<file path="src/logic/bdio_pkg.sv">
`default_nettype none

package bdio_pkg;

    // ----------------------------------------------------------------
    // Bus addressing and register layout
    // ----------------------------------------------------------------
    localparam logic [6:0] DEV_ADDR = 7'h20;
    localparam logic [7:0] PORT_RESET = 8'hFF;
    localparam logic [7:0] CTRL_RESET = 8'hF0;
    localparam int FIXED_LSB = 0;
    localparam int CONFIG_LSB = 4;
    localparam int STROBE_BIT = 1;
    localparam int DIR_LO_BIT = 2;
    localparam int DIR_HI_BIT = 3;
    localparam logic [3:0] BYTE_BITS = 4'h8;
    localparam logic [1:0] DIR_RESET = 2'h0;
    localparam logic [3:0] HOLD_RESET = 4'h0;

    // ----------------------------------------------------------------
    // Pin sampling
    // ----------------------------------------------------------------
    localparam logic [1:0] BUS_IDLE = 2'h3;
    localparam logic [3:0] FIXED_IDLE = 4'h0;
    localparam logic [3:0] CONFIG_IDLE = 4'hF;
    localparam logic [3:0] HOST_IDLE = 4'h0;

    // ----------------------------------------------------------------
    // Types
    // ----------------------------------------------------------------
    typedef enum logic [2:0] {
        ST_IDLE,
        ST_ADDR,
        ST_AACK,
        ST_WDATA,
        ST_WACK,
        ST_RDATA,
        ST_RACK
    } bdio_slv_state_t;

    typedef struct packed {
        logic wr;
        logic rd;
        logic [7:0] data;
    } bdio_bus_evt_t;

endpackage

`default_nettype wire

</file>
<file path="src/logic/bdio_sync.sv">
`default_nettype none

// ----------------------------------------------------------------
// Three-stage sampler, change taken when stages two and three agree
// ----------------------------------------------------------------
module bdio_sync #(
    parameter int WIDTH = 1,
    parameter logic [WIDTH-1:0] INIT = '0
) (
    input wire logic clock_i,
    input wire logic resetn_i,
    input wire logic ce_i,
    input wire logic [WIDTH-1:0] async_i,
    output logic [WIDTH-1:0] stable_o
);

    logic [WIDTH-1:0] stage1;
    logic [WIDTH-1:0] stage2;
    logic [WIDTH-1:0] stage3;

    genvar i;
    generate
        for (i = 0; i < WIDTH; i++) begin : g_bit
            always_ff @(posedge clock_i or negedge resetn_i) begin
                if (!resetn_i) begin
                    stage1[i] <= INIT[i];
                    stage2[i] <= INIT[i];
                    stage3[i] <= INIT[i];
                    stable_o[i] <= INIT[i];
                end else if (ce_i) begin
                    stage1[i] <= async_i[i];
                    stage2[i] <= stage1[i];
                    stage3[i] <= stage2[i];
                    // Single-cycle glitches never reach the logic
                    if (stage2[i] == stage3[i]) begin
                        stable_o[i] <= stage3[i];
                    end
                end
            end
        end
    endgenerate

endmodule

`default_nettype wire

</file>
<file path="src/logic/bdio_port_top.sv">
// Operation
// - Index-free read: fixed inputs in bits 0-3
// - Fixed inputs weakly pulled low
// - Open-drain outputs latch host lines a-d on commit
// - Pins 1-2 and 3-4 share direction
// - Configurable output only sinks, never drives
// - Both expanders answer address 0x20
// - Configurable pins 1-4 on bits 4-7
// - Alert goes low on fresh input data
// - Low group read, high group written
// - High group read, low group written
// - All outputs: bits 4-7 set pins
// - Direction commits on strobe rising edge
`default_nettype none

// ----------------------------------------------------------------
// Byte-wide two-wire slave without register index
// ----------------------------------------------------------------
module bdio_i2c_slave (
    input wire logic clock_i,
    input wire logic resetn_i,
    input wire logic ce_i,
    input wire logic scl_i,
    input wire logic sda_i,
    input wire logic [7:0] rd_data_i,
    output bdio_pkg::bdio_bus_evt_t evt_o,
    output logic sda_o,
    output logic sda_oe_n_o
);

    logic [1:0] line;
    logic scl_d;
    logic sda_d;
    logic [7:0] shreg;
    logic [7:0] tx;
    logic [3:0] bit_cnt;
    logic rw;
    logic acked;
    logic hold_low;
    bdio_pkg::bdio_slv_state_t state;

    bdio_sync #(
        .WIDTH(2),
        .INIT(bdio_pkg::BUS_IDLE)
    ) u_sync (
        .clock_i(clock_i),
        .resetn_i(resetn_i),
        .ce_i(ce_i),
        .async_i({scl_i, sda_i}),
        .stable_o(line)
    );

    // ----------------------------------------------------------------
    // Bus conditions
    // ----------------------------------------------------------------
    wire scl = line[1];
    wire sda = line[0];
    wire scl_rise = scl & ~scl_d;
    wire scl_fall = ~scl & scl_d;
    wire start_seen = scl & scl_d & sda_d & ~sda;
    wire stop_seen = scl & scl_d & ~sda_d & sda;
    wire byte_done = (bit_cnt == bdio_pkg::BYTE_BITS);
    wire addr_hit = (shreg[7:1] == bdio_pkg::DEV_ADDR);

    // Line is only ever pulled low, never driven high
    assign sda_o = 1'b0;
    assign sda_oe_n_o = ~hold_low;

    // ----------------------------------------------------------------
    // Transfer sequencer
    // ----------------------------------------------------------------
    always_ff @(posedge clock_i or negedge resetn_i) begin
        if (!resetn_i) begin
            state <= bdio_pkg::ST_IDLE;
            scl_d <= 1'b1;
            sda_d <= 1'b1;
            shreg <= 8'h00;
            tx <= 8'h00;
            bit_cnt <= 4'h0;
            rw <= 1'b0;
            acked <= 1'b0;
            hold_low <= 1'b0;
            evt_o <= '0;
        end else if (ce_i) begin
            scl_d <= scl;
            sda_d <= sda;
            evt_o.wr <= 1'b0;
            evt_o.rd <= 1'b0;
            if (stop_seen) begin
                state <= bdio_pkg::ST_IDLE;
                hold_low <= 1'b0;
            end else if (start_seen) begin
                state <= bdio_pkg::ST_ADDR;
                bit_cnt <= 4'h0;
                hold_low <= 1'b0;
            end else if (scl_rise) begin
                shreg <= {shreg[6:0], sda};
                bit_cnt <= bit_cnt + 4'h1;
                if (state == bdio_pkg::ST_RACK) begin
                    acked <= ~sda;
                end
            end else if (scl_fall) begin
                unique case (state)
                    bdio_pkg::ST_IDLE: begin
                    end
                    bdio_pkg::ST_ADDR: begin
                        if (byte_done) begin
                            if (addr_hit) begin
                                state <= bdio_pkg::ST_AACK;
                                hold_low <= 1'b1;
                                rw <= shreg[0];
                            end else begin
                                state <= bdio_pkg::ST_IDLE;
                            end
                        end
                    end
                    bdio_pkg::ST_AACK: begin
                        bit_cnt <= 4'h0;
                        if (rw) begin
                            // Port is sampled at the start of each byte
                            state <= bdio_pkg::ST_RDATA;
                            tx <= {rd_data_i[6:0], 1'b0};
                            hold_low <= ~rd_data_i[7];
                            evt_o.rd <= 1'b1;
                        end else begin
                            state <= bdio_pkg::ST_WDATA;
                            hold_low <= 1'b0;
                        end
                    end
                    bdio_pkg::ST_WDATA: begin
                        if (byte_done) begin
                            state <= bdio_pkg::ST_WACK;
                            hold_low <= 1'b1;
                            evt_o.wr <= 1'b1;
                            evt_o.data <= shreg;
                        end
                    end
                    bdio_pkg::ST_WACK: begin
                        state <= bdio_pkg::ST_WDATA;
                        bit_cnt <= 4'h0;
                        hold_low <= 1'b0;
                    end
                    bdio_pkg::ST_RDATA: begin
                        if (byte_done) begin
                            state <= bdio_pkg::ST_RACK;
                            hold_low <= 1'b0;
                        end else begin
                            hold_low <= ~tx[7];
                            tx <= {tx[6:0], 1'b0};
                        end
                    end
                    bdio_pkg::ST_RACK: begin
                        bit_cnt <= 4'h0;
                        if (acked) begin
                            state <= bdio_pkg::ST_RDATA;
                            tx <= {rd_data_i[6:0], 1'b0};
                            hold_low <= ~rd_data_i[7];
                            evt_o.rd <= 1'b1;
                        end else begin
                            state <= bdio_pkg::ST_IDLE;
                            hold_low <= 1'b0;
                        end
                    end
                endcase
            end
        end
    end

endmodule

// ----------------------------------------------------------------
// Digital I/O port: fixed inputs, configurable pins, open-drain outs
// ----------------------------------------------------------------
module bdio_port_top (
    input wire logic clock_i,
    input wire logic resetn_i,
    input wire logic ce_i,
    input wire logic pri_scl_i,
    input wire logic pri_sda_i,
    output logic pri_sda_o,
    output logic pri_sda_oe_n_o,
    input wire logic sec_scl_i,
    input wire logic sec_sda_i,
    output logic sec_sda_o,
    output logic sec_sda_oe_n_o,
    input wire logic [3:0] input_pin_i,
    output logic [3:0] input_pulldown_o,
    input wire logic [3:0] config_pin_i,
    output logic [3:0] config_pin_o,
    output logic [3:0] config_pin_oe_n_o,
    input wire logic [3:0] host_line_i,
    output logic [3:0] output_pin_o,
    output logic [3:0] output_pin_oe_n_o,
    output logic alert_o,
    output logic alert_oe_n_o
);

    bdio_pkg::bdio_bus_evt_t pri_evt;
    bdio_pkg::bdio_bus_evt_t sec_evt;
    logic [11:0] pins;
    logic [7:0] port_latch;
    logic [7:0] ctrl;
    logic [1:0] dir_out;
    logic [3:0] out_hold;
    logic [7:0] snap;
    logic alert_flag;

    // ----------------------------------------------------------------
    // Pin sampling
    // ----------------------------------------------------------------
    bdio_sync #(
        .WIDTH(12),
        .INIT({bdio_pkg::HOST_IDLE, bdio_pkg::CONFIG_IDLE,
               bdio_pkg::FIXED_IDLE})
    ) u_pins (
        .clock_i(clock_i),
        .resetn_i(resetn_i),
        .ce_i(ce_i),
        .async_i({host_line_i, config_pin_i, input_pin_i}),
        .stable_o(pins)
    );

    wire [3:0] fixed_lvl = pins[3:0];
    wire [3:0] cfg_lvl = pins[7:4];
    wire [3:0] host_lvl = pins[11:8];

    // ----------------------------------------------------------------
    // Two expanders, same address, separate buses
    // ----------------------------------------------------------------
    wire [7:0] pin_levels = {cfg_lvl, fixed_lvl};

    bdio_i2c_slave u_primary (
        .clock_i(clock_i),
        .resetn_i(resetn_i),
        .ce_i(ce_i),
        .scl_i(pri_scl_i),
        .sda_i(pri_sda_i),
        .rd_data_i(pin_levels),
        .evt_o(pri_evt),
        .sda_o(pri_sda_o),
        .sda_oe_n_o(pri_sda_oe_n_o)
    );

    // Controller reads back its own last written value
    bdio_i2c_slave u_controller (
        .clock_i(clock_i),
        .resetn_i(resetn_i),
        .ce_i(ce_i),
        .scl_i(sec_scl_i),
        .sda_i(sec_sda_i),
        .rd_data_i(ctrl),
        .evt_o(sec_evt),
        .sda_o(sec_sda_o),
        .sda_oe_n_o(sec_sda_oe_n_o)
    );

    // ----------------------------------------------------------------
    // Decode
    // ----------------------------------------------------------------
    wire commit = sec_evt.wr & sec_evt.data[bdio_pkg::STROBE_BIT]
                  & ~ctrl[bdio_pkg::STROBE_BIT];
    wire [1:0] next_dir = {sec_evt.data[bdio_pkg::DIR_HI_BIT],
                           sec_evt.data[bdio_pkg::DIR_LO_BIT]};
    wire [3:0] cfg_is_out = {{2{dir_out[1]}}, {2{dir_out[0]}}};
    wire [3:0] cfg_latch = port_latch[bdio_pkg::CONFIG_LSB +: 4];
    wire [3:0] next_cfg_sink = cfg_is_out & ~cfg_latch;
    wire [7:0] watch_mask = {~cfg_is_out, 4'hF};
    wire fresh = |((pin_levels ^ snap) & watch_mask);
    wire alert_clear = pri_evt.rd | pri_evt.wr;

    assign input_pulldown_o = 4'hF;
    assign config_pin_o = 4'h0;
    assign output_pin_o = 4'h0;
    assign alert_o = 1'b0;

    // ----------------------------------------------------------------
    // Registers
    // ----------------------------------------------------------------
    always_ff @(posedge clock_i or negedge resetn_i) begin
        if (!resetn_i) begin
            port_latch <= bdio_pkg::PORT_RESET;
            ctrl <= bdio_pkg::CTRL_RESET;
        end else if (ce_i) begin
            if (pri_evt.wr) begin
                port_latch <= pri_evt.data;
            end
            if (sec_evt.wr) begin
                ctrl <= sec_evt.data;
            end
        end
    end

    // Direction and outputs move only on the commit edge
    always_ff @(posedge clock_i or negedge resetn_i) begin
        if (!resetn_i) begin
            dir_out <= bdio_pkg::DIR_RESET;
            out_hold <= bdio_pkg::HOLD_RESET;
        end else if (ce_i && commit) begin
            dir_out <= next_dir;
            out_hold <= host_lvl;
        end
    end

    // Drivers registered so pads never see decode glitches
    always_ff @(posedge clock_i or negedge resetn_i) begin
        if (!resetn_i) begin
            config_pin_oe_n_o <= 4'hF;
            output_pin_oe_n_o <= 4'hF;
        end else if (ce_i) begin
            config_pin_oe_n_o <= ~next_cfg_sink;
            output_pin_oe_n_o <= ~out_hold;
        end
    end

    // ----------------------------------------------------------------
    // New-data alert, set wins over clear
    // ----------------------------------------------------------------
    always_ff @(posedge clock_i or negedge resetn_i) begin
        if (!resetn_i) begin
            snap <= {bdio_pkg::CONFIG_IDLE, bdio_pkg::FIXED_IDLE};
            alert_flag <= 1'b0;
        end else if (ce_i) begin
            snap <= pin_levels;
            if (fresh) begin
                alert_flag <= 1'b1;
            end else if (alert_clear) begin
                alert_flag <= 1'b0;
            end
        end
    end

    always_ff @(posedge clock_i or negedge resetn_i) begin
        if (!resetn_i) begin
            alert_oe_n_o <= 1'b1;
        end else if (ce_i) begin
            alert_oe_n_o <= ~alert_flag;
        end
    end

endmodule

`default_nettype wire

</file>
<file path="config.mk">
export PLATFORM = sky130hd
export DESIGN_NAME = bdio_port_top
export DESIGN_NICKNAME = d
export VERILOG_FILES = /design/src/logic/bdio_pkg.sv /design/src/logic/bdio_sync.sv /design/src/logic/bdio_port_top.sv
export SDC_FILE = /design/constraint.sdc
export NUM_CORES = 1
export LEC_CHECK = 0
export ABC_AREA = 1
export BUFFER_PORTS_ARGS = -buffer_cell sky130_fd_sc_hd__buf_2
export CAP_MARGIN = 15
export CORE_MARGIN = 1
export CORE_UTILIZATION = 50
export CTS_BUF_LIST = sky130_fd_sc_hd__clkbuf_16
export CTS_CLUSTER_SIZE = 30
export DETAILED_ROUTE_END_ITERATION = 6
export GPL_ROUTABILITY_DRIVEN = 0
export PLACE_DENSITY = 0.74
export SLEW_MARGIN = 30
export SYNTH_ARGS = -nofsm -noshare
export SYNTH_HDL_FRONTEND = slang
export SYNTH_HIERARCHICAL = 1
export SYNTH_SLANG_ARGS = --single-unit
</file>
<file path="constraint.sdc">
create_clock -name clock_i -period 2.91 [get_ports clock_i]
set_clock_uncertainty 0.15 [all_clocks]
set_input_delay 0.582 -clock clock_i [delete_from_list [all_inputs] [get_ports clock_i]]
set_output_delay 0.582 -clock clock_i [all_outputs]
set_load 0.02 [all_outputs]
</file>
Word-level counts from Yosys, hierarchy flattened:

Index checks and enable logic that the tools add are counted.

* flip-flop bits (word level): 179
* input port bits: 19
* output and inout bits: 26
* logic and storage cells: 326

* add/subtract/negate cells: 2
* equal/unequal tests: 48
* muxes and demuxes: 84
* bitwise logic cells: 46
* reduce and logical (&&, ||, !) cells: 50

Operators with widths (count)
* $mux 10: 8
* $mux 8: 10
* $mux 3: 18
* $pmux 8 s3: 2
* $reduce_and 7->1: 6
* $reduce_and 2->1: 19
* $pmux 3 s6: 2
* $mux 4: 8
* $ne 4x1->1 const B: 8
* $mux 1: 30
* $reduce_bool 3->1: 8
* $not 1->1: 22
* $eq 3x3->1 const B: 6
* $reduce_and 9->1: 2
* $and 1x1->1: 16
* $eq 1x1->1: 16
* $not 4->4: 4
* $reduce_and 4->1: 4
* $reduce_and 8->1: 2
* $reduce_bool 8->1: 2
* $eq 7x6->1 const B: 2
* $eq 3x2->1 const B: 4
* $pmux 1 s6: 2
* $reduce_and 5->1: 2
* 16 further kinds: 27

Longest topological paths before layout:

Gate-level depths: netlist of run 1.

* depth in word-level cells: 8
* depth in mapped cells: 11
* gate-level depth less buffers: 11

Hierarchy:

Netlist of run 1, hierarchy kept.

By module, submodules not included
* bdio_i2c_slave: times used 2, cells each 274, area an instance 2097.0 µm², seq. area each 928.4 µm²
* bdio_sync (u_pins): times used 1, cells each 251, area an instance 2145.8 µm², seq. area each 1221.2 µm²
* bdio_port_top: times used 1, cells each 177, area an instance 1650.3 µm², seq. area each 927.1 µm²
* bdio_sync (u_controller.u_sync ...): times used 2, cells each 42, area an instance 391.6 µm², seq. area each 210.2 µm²

Worst setup path after synthesis of run 1:

Ideal clock, no wire load.

* path type: register -> register
* start: register u_controller.scl_d
* end: register u_controller.tx[1]
* library setup time: 117 ps
* arrival time: 1530 ps
* data required time: 2643 ps
* setup slack: 1113 ps
* cell stages (with the launch flop): 11
* buffers on the path: 0
* period minus slack after synthesis: 1797 ps
* cell sequence: dfstp_2 inv_1 ha_1 inv_2 nand2_1 nor2_1 nand2_1 nor2_4 nand2_2 nand2_1 nand2_1

* longest elaborated chain between the ends: 5
* elaborated cells on any way between the ends: 12
* those cells by class: 11 x bitwise; 1 x reduce/logical

RTL lines
* start: declaration: RTL line bdio_port_top.sv:32 `logic scl_d;`
* start signal: assignment: RTL line bdio_port_top.sv:85 `scl_d <= scl;`
* $and 1x1->1: RTL line bdio_port_top.sv:60, bdio_port_top.sv:61
* $and 1x1->1, on equally long branches (2 in a row): RTL line bdio_port_top.sv:60, bdio_port_top.sv:61
* $not 1->1 (no source line)
* $reduce_and 9->1 (no source line) (*)
* end signal: assignment: RTL line bdio_port_top.sv:122 `tx <= {rd_data_i[6:0], 1'b0};`
* end signal: assignment: RTL line bdio_port_top.sv:149 `tx <= {tx[6:0], 1'b0};`
* end signal: assignment: RTL line bdio_port_top.sv:156 `tx <= {rd_data_i[6:0], 1'b0};`
* end: declaration: RTL line bdio_port_top.sv:35 `logic [7:0] tx;`

Every way passes the cells marked *; elsewhere a longest branch is shown, timed or not.
A chain may end at the register's enable or synchronous reset.

Worst setup path in the final report of run 1:

* start: register u_primary.scl_d
* end: register u_primary.tx[6]

* longest elaborated chain between the ends: 5
* elaborated cells on any way between the ends: 12
* those cells by class: 11 x bitwise; 1 x reduce/logical

RTL lines (RTL line)
* start: declaration: bdio_port_top.sv:32
* start signal: assignment: bdio_port_top.sv:85
* $and 1x1->1: bdio_port_top.sv:60, bdio_port_top.sv:61
* $and 1x1->1, on equally long branches (2 in a row): bdio_port_top.sv:60, bdio_port_top.sv:61
* $not 1->1 (no source line)
* $reduce_and 9->1 (no source line) (*)
* end signal: assignment: bdio_port_top.sv:122
* end signal: assignment: bdio_port_top.sv:149
* end signal: assignment: bdio_port_top.sv:156
* end: declaration: bdio_port_top.sv:35

Marked as above.

==> results of run 1 <==
-- flip-flops by register name (all words and copies together) (netlist names), 3 cells and up --
signal and flops:
u_pins/stable_o 12, u_pins/stage1 12, u_pins/stage2 12, u_pins/stage3 12, u_controller/evt_o 9, ctrl 8, snap 8, u_controller/shreg 8
u_primary/shreg 8, u_controller/tx 7, u_primary/tx 7, u_primary/evt_o 6, config_pin_oe_n_o 4, out_hold 4, output_pin_oe_n_o 4, port_latch 4
u_controller/bit_cnt 4, u_primary/bit_cnt 4, u_controller/state 3, u_primary/state 3
-- routing by layer --
layer	routed length (um)	vias to the layer above	GRT usage	share of wire
li1	-	3240	-	-
met3	382	11	0.0425	0.026
met2	6660	67	0.279	0.46
met1	7400	2788	0.244	0.51
met5	0	-	0	0
met4	148	0	0.0594	0.010
-- power breakdown --
| group | switching [W] | internal (W) |
|---|---|---|
| clock | 0.000971 | 0.00137 |
| sequential | 0.000275 | 0.00275 |
| combinational | 0.000748 | 0.000412 |
-- worst paths after layout --
check,from,endpoint,depth (start not counted)
setup / recovery,u_primary/scl_d,u_primary/tx[6],10
hold / removal,resetn_i,u_pins/stage3[9],1
setup reg to reg,u_primary/scl_d,u_primary/tx[6],10
hold reg to reg,out_hold[1],output_pin_oe_n_o[1],1
max in group asynchronous,resetn_i,config_pin_oe_n_o[0],2
min in group clock_i,config_pin_i[3],u_pins/stage1[7],3
-- metrics by stage --
| stage | power [W] | std cells | area, sq um | setup slack (ps) | util |
|---|---|---|---|---|---|
| 2_1_floorplan | 0.00395 | 1055 | 8620 | 1110 | - |
| 3_3_place_gp | 0.00418 | 1265 | 8740 | 863 | 0.524 |
| 3_5_place_dp | 0.00423 | 1265 | 8740 | 849 | 0.524 |
| 4_1_cts | 0.00660 | 1297 | 9360 | 897 | 0.560 |
| 5_1_grt | 0.00690 | 1297 | 9360 | 708 | 0.560 |
| 6_report | 0.00653 | 1297 | 9360 | 885 | 0.560 |
-- final cells by class --
class | instances | area, sq um
multi-input combinational | 694 | 3400
clock buffer | 17 | 425
timing repair buffer | 33 | 213
clock inverter | 15 | 189
fill | 1490 | 7340
sequential | 169 | 4300
tap | 220 | 275
inverter | 149 | 561
-- worst max-delay path: cells and delay by family (launching register included) --
family	cells	cell delay, ps
and+or+nand+nor	7	860
DFF	1	540
adders and majority gates	1	220
buffers and inverters	2	130
==> impl_metrics.csv, run 1 <==
group,metric,value,unit
outcome,run_status,"finished with violations",
outcome,violations,"negative hold slack",
timing,fin_worst_hold_slack,-2.33,ps
critical_path,critical_path.most_common_cell,"nand2_1",
floorplanning,core,16700,sq um
place,place.port_buffers,29,
critical_path,criticalPathCategory,"reg2reg",
grt,first_global_vias,5513,
place,place_hpwl,10000,um
cts,cts.repair.resized,0,
critical_path,worstPathCellList,"inv_1 -> ha_1 -> inv_2 -> nand2_1 -> nor2_1 -> nand2_1 -> nor2_4 -> nand2_2 -> nand2_1 -> nand2_1",
routing,drtAntennaViolNets,0,
cts,path_clk_slew,70,ps
floorplanning,dieWidth,133,um
cts,h-tree-depth,4,
floorplanning,io-pin-count,45,
timing,worst_slew_pin_slew,676,ps
cts,clk_path_buf_depth,2,
floorplanning,num_rows,47,
floorplanning,start_util,0.514,
cts,cts.root.buffer_cell,"clkbuf_16",
yosys,syn-instance-count,1044,
timing,grt_setup_unrepaired,"no",
critical_path,worst_path_max_delay_cell,"dfstp_2",
layout,layout.nets,1093,
run,max_cap_violations,0,
cts,cts_num_sinks,169,
critical_path,required,3070,ps
power_and_ir_drop,vdd.ir_drop.worst,424,uV
routing,detail_route.wl_per_cell,11.2,um
yosys,mappedNetlistArea,8580,sq um
routing,via_count,6106,
grt,antenna_found_initial,0,
grt,gr-total-overflow,0,
timing,maxSlewHeadroom,0.549,
critical_path,cpPeakStageDelay,540,ps
cts,tritoncts.num_buffers,17,
critical_path,r2r_slack,890,ps
timing,setup_tns,0,ps
layout,number_of_diodes,0,
floorplanning,die_h,133,um
layout,layout-drive-gt1-share,0.194,
power_and_ir_drop,power_density,697,nW/um^2
timing,hold_viol_final,1,
cts,cts.hold.buffers_added,0,
timing,final_min_period_over_clock_period,0.696,
grt,grt_max_degree,72,
cts,worst_skew_pair.late_latency,430,ps
floorplanning,fp.dieArea,17700,sq um
layout,mostFrequentLayoutCell,"nand2_1",
layout,synthToLayoutAreaGrowth,9.04,%
yosys,postSynthAreaPerCell,8.22,sq um
critical_path,setup.worst_path.start_class,"flip-flop",
hold_path,hold_path.class,"in2async",
critical_path,cp_max_fo,8,
critical_path,critPathArrivalTime,2190,ps
grt,gr-usage-all-layers,0.179,
timing,fmax,0.494,GHz
routing,detail_route.drc_violations,0,
cts,tritoncts_clock_tree,"yes",
routing,drt_first_pass_iters,5,
layout,most-common-layout-cells,"nand2_1, inv_1, dfrtp_1, dfstp_2, nor2_1",
cts,post-cts-setup-buffer-count,0,
timing,timing.final.max_slew_violations,0,
grt,grt_pass1_wl,25300,um
routing,drt_initial_violations,377,
power_and_ir_drop,static-leakage-power,4.74,nW
timing,setup_viol,0,
routing,detail_route.wirelength,14600,um
yosys,synth-warning-count,6,
timing,period_needed,2020,ps
critical_path,timing.critical_path.to_type,"flip-flop",
routing,avgViaCountPerCell,4.71,
Note: power is estimated with default switching activity, not from simulation.
==> run 2: changes to the inputs <==
--- a/config.mk
+++ b/config.mk
@@ -14,7 +14,7 @@
 export CTS_CLUSTER_SIZE = 30
 export DETAILED_ROUTE_END_ITERATION = 6
 export GPL_ROUTABILITY_DRIVEN = 0
-export PLACE_DENSITY = 0.74
+export PLACE_DENSITY = 0.77
 export SLEW_MARGIN = 30
 export SYNTH_ARGS = -nofsm -noshare
 export SYNTH_HDL_FRONTEND = slang
==> constraint.sdc (replaced) <==
create_clock -name clock_i -period 1.84 [get_ports clock_i]
set_clock_uncertainty 0.15 [all_clocks]
set_input_delay 0.368 -clock clock_i [delete_from_list [all_inputs] [get_ports clock_i]]
set_output_delay 0.368 -clock clock_i [all_outputs]
set_load 0.02 [all_outputs]
==> impl_metrics.csv, run 2 (synthesis gave the netlist of run 1 again) <==
group,metric,value,unit
outcome,run_status,"finished, final reports clean",
power_and_ir_drop,netSwitchingPower,0.00325,W
critical_path,cp_max_fo,7,
critical_path,critical_path_cell_count,8,
grt,gr-usage-all-layers,0.191,
critical_path,worstSetupStartpoint,"u_controller/scl_d",
layout,stdcell_area,10100,sq um
critical_path,timing.critical_path.to,"u_controller/evt_o[6]",
routing,detail_route.wirelength,16500,um
critical_path,rr_startpoint,"u_controller/scl_d",
timing,worst_slew_pin_slew,598,ps
power_and_ir_drop,power.share.clock,0.355,
layout,number_of_diodes,0,
place,dp_worst_setup_slack,-70.3,ps
place,place.port_buffers,29,
timing,grt_setup_unrepaired,"yes",
grt,first_global_vias,6069,
grt,gr-total-overflow,0,
floorplanning,die_h,133,um
layout,synthToLayoutAreaGrowth,17.7,%
timing,final_min_period_over_clock_period,0.984,
critical_path,worst_r2r_path_depth,8,
cts,cts_num_sinks,169,
grt,grt_pass1_wl,27100,um
critical_path,worst_path_max_delay_cell,"dfstp_2",
power_and_ir_drop,vdd.ir_drop.worst,721,uV
critical_path,cpPeakStageDelay,540,ps
power_and_ir_drop,pwr-share-comb,0.202,
timing,setup_tns,0,ps
critical_path,criticalPathCategory,"reg2reg",
floorplanning,start_util,0.514,
critical_path,path_delay_family,"flip-flops",
layout,mostFrequentLayoutCell,"nand2_1",
critical_path,worstPathCellList,"inv_2 -> ha_4 -> inv_2 -> nand2_4 -> nor2_4 -> nand4_4 -> buf_6 -> o21ai_2",
timing,period_needed,1810,ps
critical_path,r2r_slack,30,ps
critical_path,timing.critical_path.to_type,"flip-flop",
grt,grt_max_degree,116,
cts,worst_skew_pair.late_latency,430,ps
timing,fmax,0.552,GHz
timing,hold_viol_final,0,
timing,timing.final.max_slew_violations,0,
layout,most-common-layout-cells,"nand2_1, inv_1, dfrtp_1, dfstp_2, nor2_1",
timing,fin_worst_hold_slack,173,ps
timing,setup_viol,0,
power_and_ir_drop,power_density,1070,nW/um^2
routing,detail_route.wl_per_cell,12.2,um
cts,cts.root.buffer_cell,"clkbuf_16",
critical_path,critical_path.most_common_cell,"inv_2",
hold_path,hold_path.class,"in2reg",
floorplanning,core,16700,sq um
routing,drtAntennaViolNets,0,
run,max_cap_violations,0,
layout,layout-drive-gt1-share,0.238,
cts,h-tree-depth,4,
power_and_ir_drop,netSwitchingFraction,0.300,
critical_path,cp.buffers_inverters,3,
floorplanning,num_rows,47,
cts,tritoncts.num_buffers,17,
routing,avgViaCountPerCell,4.85,
cts,tritoncts_clock_tree,"yes",
floorplanning,io-pin-count,45,
power_and_ir_drop,power.internal,0.00758,W
timing,maxSlewHeadroom,0.601,
critical_path,r2r-end,"u_controller/evt_o[6]",
critical_path,setup.worst_path.start_class,"flip-flop",
layout,layout.nets,1149,
routing,drt_first_pass_iters,7,
power_and_ir_drop,static-leakage-power,5.09,nW
routing,detail_route.drc_violations,0,
floorplanning,fp.dieArea,17700,sq um
critical_path,required,2050,ps
cts,clk_path_buf_depth,2,
routing,drt_initial_violations,402,
grt,antenna_found_initial,0,
timing,finalWorstSetupSlack,30.0,ps
cts,path_clk_slew,70,ps
floorplanning,dieWidth,133,um
routing,via_count,6567,
power_and_ir_drop,p_seq_frac,0.442,
critical_path,critPathArrivalTime,2020,ps
place,place_hpwl,10500,um
place,placed_area,8980,sq um
[run 2: cell types whose count changed in the layout (fill, tap and decap cells not counted), sizes merged]
cell and delta:
clkinv +2, dlygate4sd3 +17, buf +37, bufinv +2, nand4 +2, clkinvlp +1
inv -5
[run 2: worst min-delay path: stages]
cell and delay (ps):
buf_4 190, nand2_1 90, nand2_1 50
[run 2: power by group through the flow]
| stage | clock [W] | combinational, W | sequential [W] |
|---|---|---|---|
| after floorplan | 0 | 0.00152 | 0.00473 |
| after global placement | 0 | 0.00191 | 0.00480 |
| after detailed placement | 0 | 0.00200 | 0.00482 |
| after CTS | 0.00390 | 0.00205 | 0.00477 |
| after global routing | 0.00405 | 0.00251 | 0.00487 |
| final | 0.00385 | 0.00219 | 0.00479 |
[run 2: cell type report]
cell class	instances	area [sq um]
fill	1382	6600
sequential	169	4300
multi-input combinational	696	3570
timing repair buffer	87	753
inverter	149	563
clock buffer	17	425
tap	220	275
clock inverter	15	210
[run 2: what timing repair did]
item / in CTS / in global routing
hold endpoints to repair: 48 / 0
endpoints found under the setup margin: 21 / 50
hold buffers: 17 / 0
cloned: 0 / 2
pin swaps: 1 / 15
buffers inserted: 6 / 7
gates resized for setup: 6 / 42
[run 2: how the worst min path moves through the flow]
stage,startpoint,end,cells past startpoint
2_1_floorplan,resetn_i,alert_flag,0
3_3_place_gp,resetn_i,u_pins/stage3[9],1
3_5_place_dp,resetn_i,u_pins/stage2[9],1
4_1_cts,ce_i,alert_flag,3
5_1_grt,ce_i,alert_flag,3
6_report,ce_i,alert_flag,3
[run 2: per-layer routing]
| layer | part of all wire | GRT usage | vias to the layer above |
|---|---|---|---|
| li1 | - | - | 3356 |
| met3 | 0.034 | 0.0475 | 31 |
| met4 | 0.017 | 0.0683 | 0 |
| met5 | 0 | 0 | - |
| met1 | 0.46 | 0.245 | 3053 |
| met2 | 0.48 | 0.315 | 127 |
[run 2: stage by stage]
stage	total power (W)	instances	utilization
2_1_floorplan	0.00625	1055	-
3_3_place_gp	0.00671	1289	0.538
3_5_place_dp	0.00682	1289	0.538
4_1_cts	0.0107	1344	0.590
5_1_grt	0.0114	1353	0.605
6_report	0.0108	1353	0.605
==> run 3: changes to the inputs <==
--- a/config.mk
+++ b/config.mk
@@ -5,16 +5,15 @@
 export SDC_FILE = /design/constraint.sdc
 export NUM_CORES = 1
 export LEC_CHECK = 0
-export ABC_AREA = 1
 export BUFFER_PORTS_ARGS = -buffer_cell sky130_fd_sc_hd__buf_2
 export CAP_MARGIN = 15
 export CORE_MARGIN = 1
 export CORE_UTILIZATION = 50
 export CTS_BUF_LIST = sky130_fd_sc_hd__clkbuf_16
-export CTS_CLUSTER_SIZE = 30
+export CTS_CLUSTER_SIZE = 24
 export DETAILED_ROUTE_END_ITERATION = 6
 export GPL_ROUTABILITY_DRIVEN = 0
-export PLACE_DENSITY = 0.77
+export PLACE_DENSITY = 0.74
 export SLEW_MARGIN = 30
 export SYNTH_ARGS = -nofsm -noshare
 export SYNTH_HDL_FRONTEND = slang
==> constraint.sdc (replaced) <==
create_clock -name clock_i -period 1.96 [get_ports clock_i]
set_clock_uncertainty 0.15 [all_clocks]
set_input_delay 0.392 -clock clock_i [delete_from_list [all_inputs] [get_ports clock_i]]
set_output_delay 0.392 -clock clock_i [all_outputs]
set_load 0.02 [all_outputs]
==> impl_metrics.csv, run 3 <==
group,metric,value,unit
critical_path,cp.buffers_inverters,2,
yosys,postSynthAreaPerCell,11.9,sq um
routing,avgViaCountPerCell,5.35,
critical_path,worstPathCellList,"inv_2 -> ha_4 -> nand3b_1 -> a21o_1 -> nor4_4 -> buf_4 -> mux2_4",
timing,final_min_period_over_clock_period,1.11,
floorplanning,dieWidth,129,um
routing,detail_route.wirelength,15900,um
cts,tritoncts.num_buffers,17,
cts,tritoncts_clock_tree,"yes",
layout,number_of_diodes,0,
power_and_ir_drop,vdd.ir_drop.worst,757,uV
timing,hold_viol_final,0,
routing,detail_route.drc_violations,0,
floorplanning,io-pin-count,45,
power_and_ir_drop,netSwitchingFraction,0.333,
routing,drtAntennaViolNets,0,
routing,drt_first_pass_iters,4,
outcome,violations,"negative setup slack",
timing,fmax,0.460,GHz
timing,setup_tns,-4490,ps
floorplanning,start_util,0.521,
cts,h-tree-depth,4,
timing,maxSlewHeadroom,0.625,
routing,detail_route.wl_per_cell,16.2,um
timing,period_needed,2180,ps
yosys,synth-warning-count,6,
critical_path,path_delay_family,"flip-flops",
grt,gr-usage-all-layers,0.200,
place,place.detailed.instances,933,
hold_path,hold_path.class,"in2reg",
critical_path,required,2130,ps
layout,layout.nets,786,
timing,worst_slew_pin_slew,563,ps
grt,grt_max_degree,86,
power_and_ir_drop,power.internal,0.00842,W
cts,clk_path_buf_depth,2,
power_and_ir_drop,netSwitchingPower,0.00421,W
place,place_hpwl,10000,um
place,place.port_buffers,29,
floorplanning,core,15400,sq um
cts,worst_skew_pair.late_latency,430,ps
grt,first_global_vias,5239,
grt,gr-total-overflow,0,
yosys,syn-instance-count,676,
routing,drt_initial_violations,353,
critical_path,timing.critical_path.to_type,"flip-flop",
power_and_ir_drop,power.share.clock,0.282,
layout,mostFrequentLayoutCell,"dfrtp_1",
floorplanning,num_rows,45,
critical_path,worst_path_max_delay_cell,"dfstp_2",
cts,cts_num_sinks,169,
timing,grt_setup_unrepaired,"yes",
timing,setup_viol,51,
floorplanning,die_h,129,um
grt,grt_pass1_wl,25800,um
power_and_ir_drop,fin_total_pwr,0.0126,W
place,dp_worst_setup_slack,-172,ps
critical_path,criticalPathCategory,"reg2reg",
critical_path,setup.worst_path.start_class,"flip-flop",
power_and_ir_drop,pwr-share-comb,0.303,
critical_path,cp_max_fo,4,
layout,final-instance-count-excl-fill,981,
critical_path,critPathArrivalTime,2350,ps
timing,timing.final.max_slew_violations,0,
floorplanning,fp.dieArea,16600,sq um
power_and_ir_drop,static-leakage-power,4.35,nW
cts,cts.root.buffer_cell,"clkbuf_16",
grt,antenna_found_initial,0,
power_and_ir_drop,p_seq_frac,0.415,
outcome,run_status,"finished with violations",
run,max_cap_violations,0,
timing,finalWorstSetupSlack,-215,ps
layout,synthToLayoutAreaGrowth,20.8,%
layout,most-common-layout-cells,"dfrtp_1, mux2_2, nand2_1, dfstp_2, buf_4",
critical_path,cpPeakStageDelay,550,ps
power_and_ir_drop,power_density,1300,nW/um^2
yosys,mappedNetlistArea,8030,sq um
routing,via_count,5247,
timing,fin_worst_hold_slack,41.1,ps
layout,layout-drive-gt1-share,0.431,
cts,path_clk_slew,70,ps
==> run 3: final cells by class <==
type	count	area (sq um)
clock buffers	17	425
clock inverters	15	208
fillers	1138	5720
inverters	43	165
multi-input cells	432	3610
flip-flops and latches	169	4300
well taps	211	264
repair buffers	94	731
==> run 3: worst register-to-register path: cells and delay by family (launching register included) <==
kind,cells,cell delay (ps)
compound gates,1,220
fa+ha+maj,1,160
buf+inv,2,280
flops,1,550
mux,1,300
simple gates,2,410
==> run 3: metal layers <==
metal | global-route usage | routed length (um) | vias to the layer above
li1 | - | - | 2499
met1 | 0.247 | 6870 | 2651
met2 | 0.343 | 8370 | 77
met3 | 0.0495 | 466 | 20
met4 | 0.0685 | 212 | 0
met5 | 0 | 0 | -
==> run 3: power groups by stage <==
stage / Clock [W] / Combinational, W / Sequential, W
detailed placement: 0 / 0.00319 / 0.00523
CTS: 0.00364 / 0.00347 / 0.00518
global placement: 0 / 0.00303 / 0.00517
global route: 0.00378 / 0.00415 / 0.00534
finish: 0.00356 / 0.00383 / 0.00524
floorplan: 0 / 0.00243 / 0.00493
==> run 3: worst paths after layout <==
path | start | to | depth (start not counted) | slack [ps]
max reg2reg | u_controller/scl_d | u_controller/evt_o[0] | 7 | -220
min | host_line_i[1] | u_pins/stage1[9] | 2 | 40
max | u_controller/scl_d | u_controller/evt_o[0] | 7 | -220
max in group asynchronous | resetn_i | ctrl[4] | 3 | 660
min in group asynchronous | resetn_i | u_controller/hold_low | 2 | 280
min reg2reg | out_hold[0] | output_pin_oe_n_o[0] | 1 | 260
==> run 3: timing repair <==
| item | CTS | global route |
|---|---|---|
| setup endpoints to repair | 52 | 62 |
| endpoints found under the hold margin | 17 | 0 |
| gates resized for setup | 34 | 53 |
| cloned | 2 | 2 |
| pin swaps | 12 | 14 |
| hold buffers | 1 | 0 |
| buffers inserted | 5 | 7 |
==> run 3: metrics by stage <==
step	cell area, sq um	util
6_report	9700	0.629
3_3_place_gp	8640	0.560
5_1_grt	9700	0.629
2_1_floorplan	8150	-
4_1_cts	9470	0.614
3_5_place_dp	8640	0.560
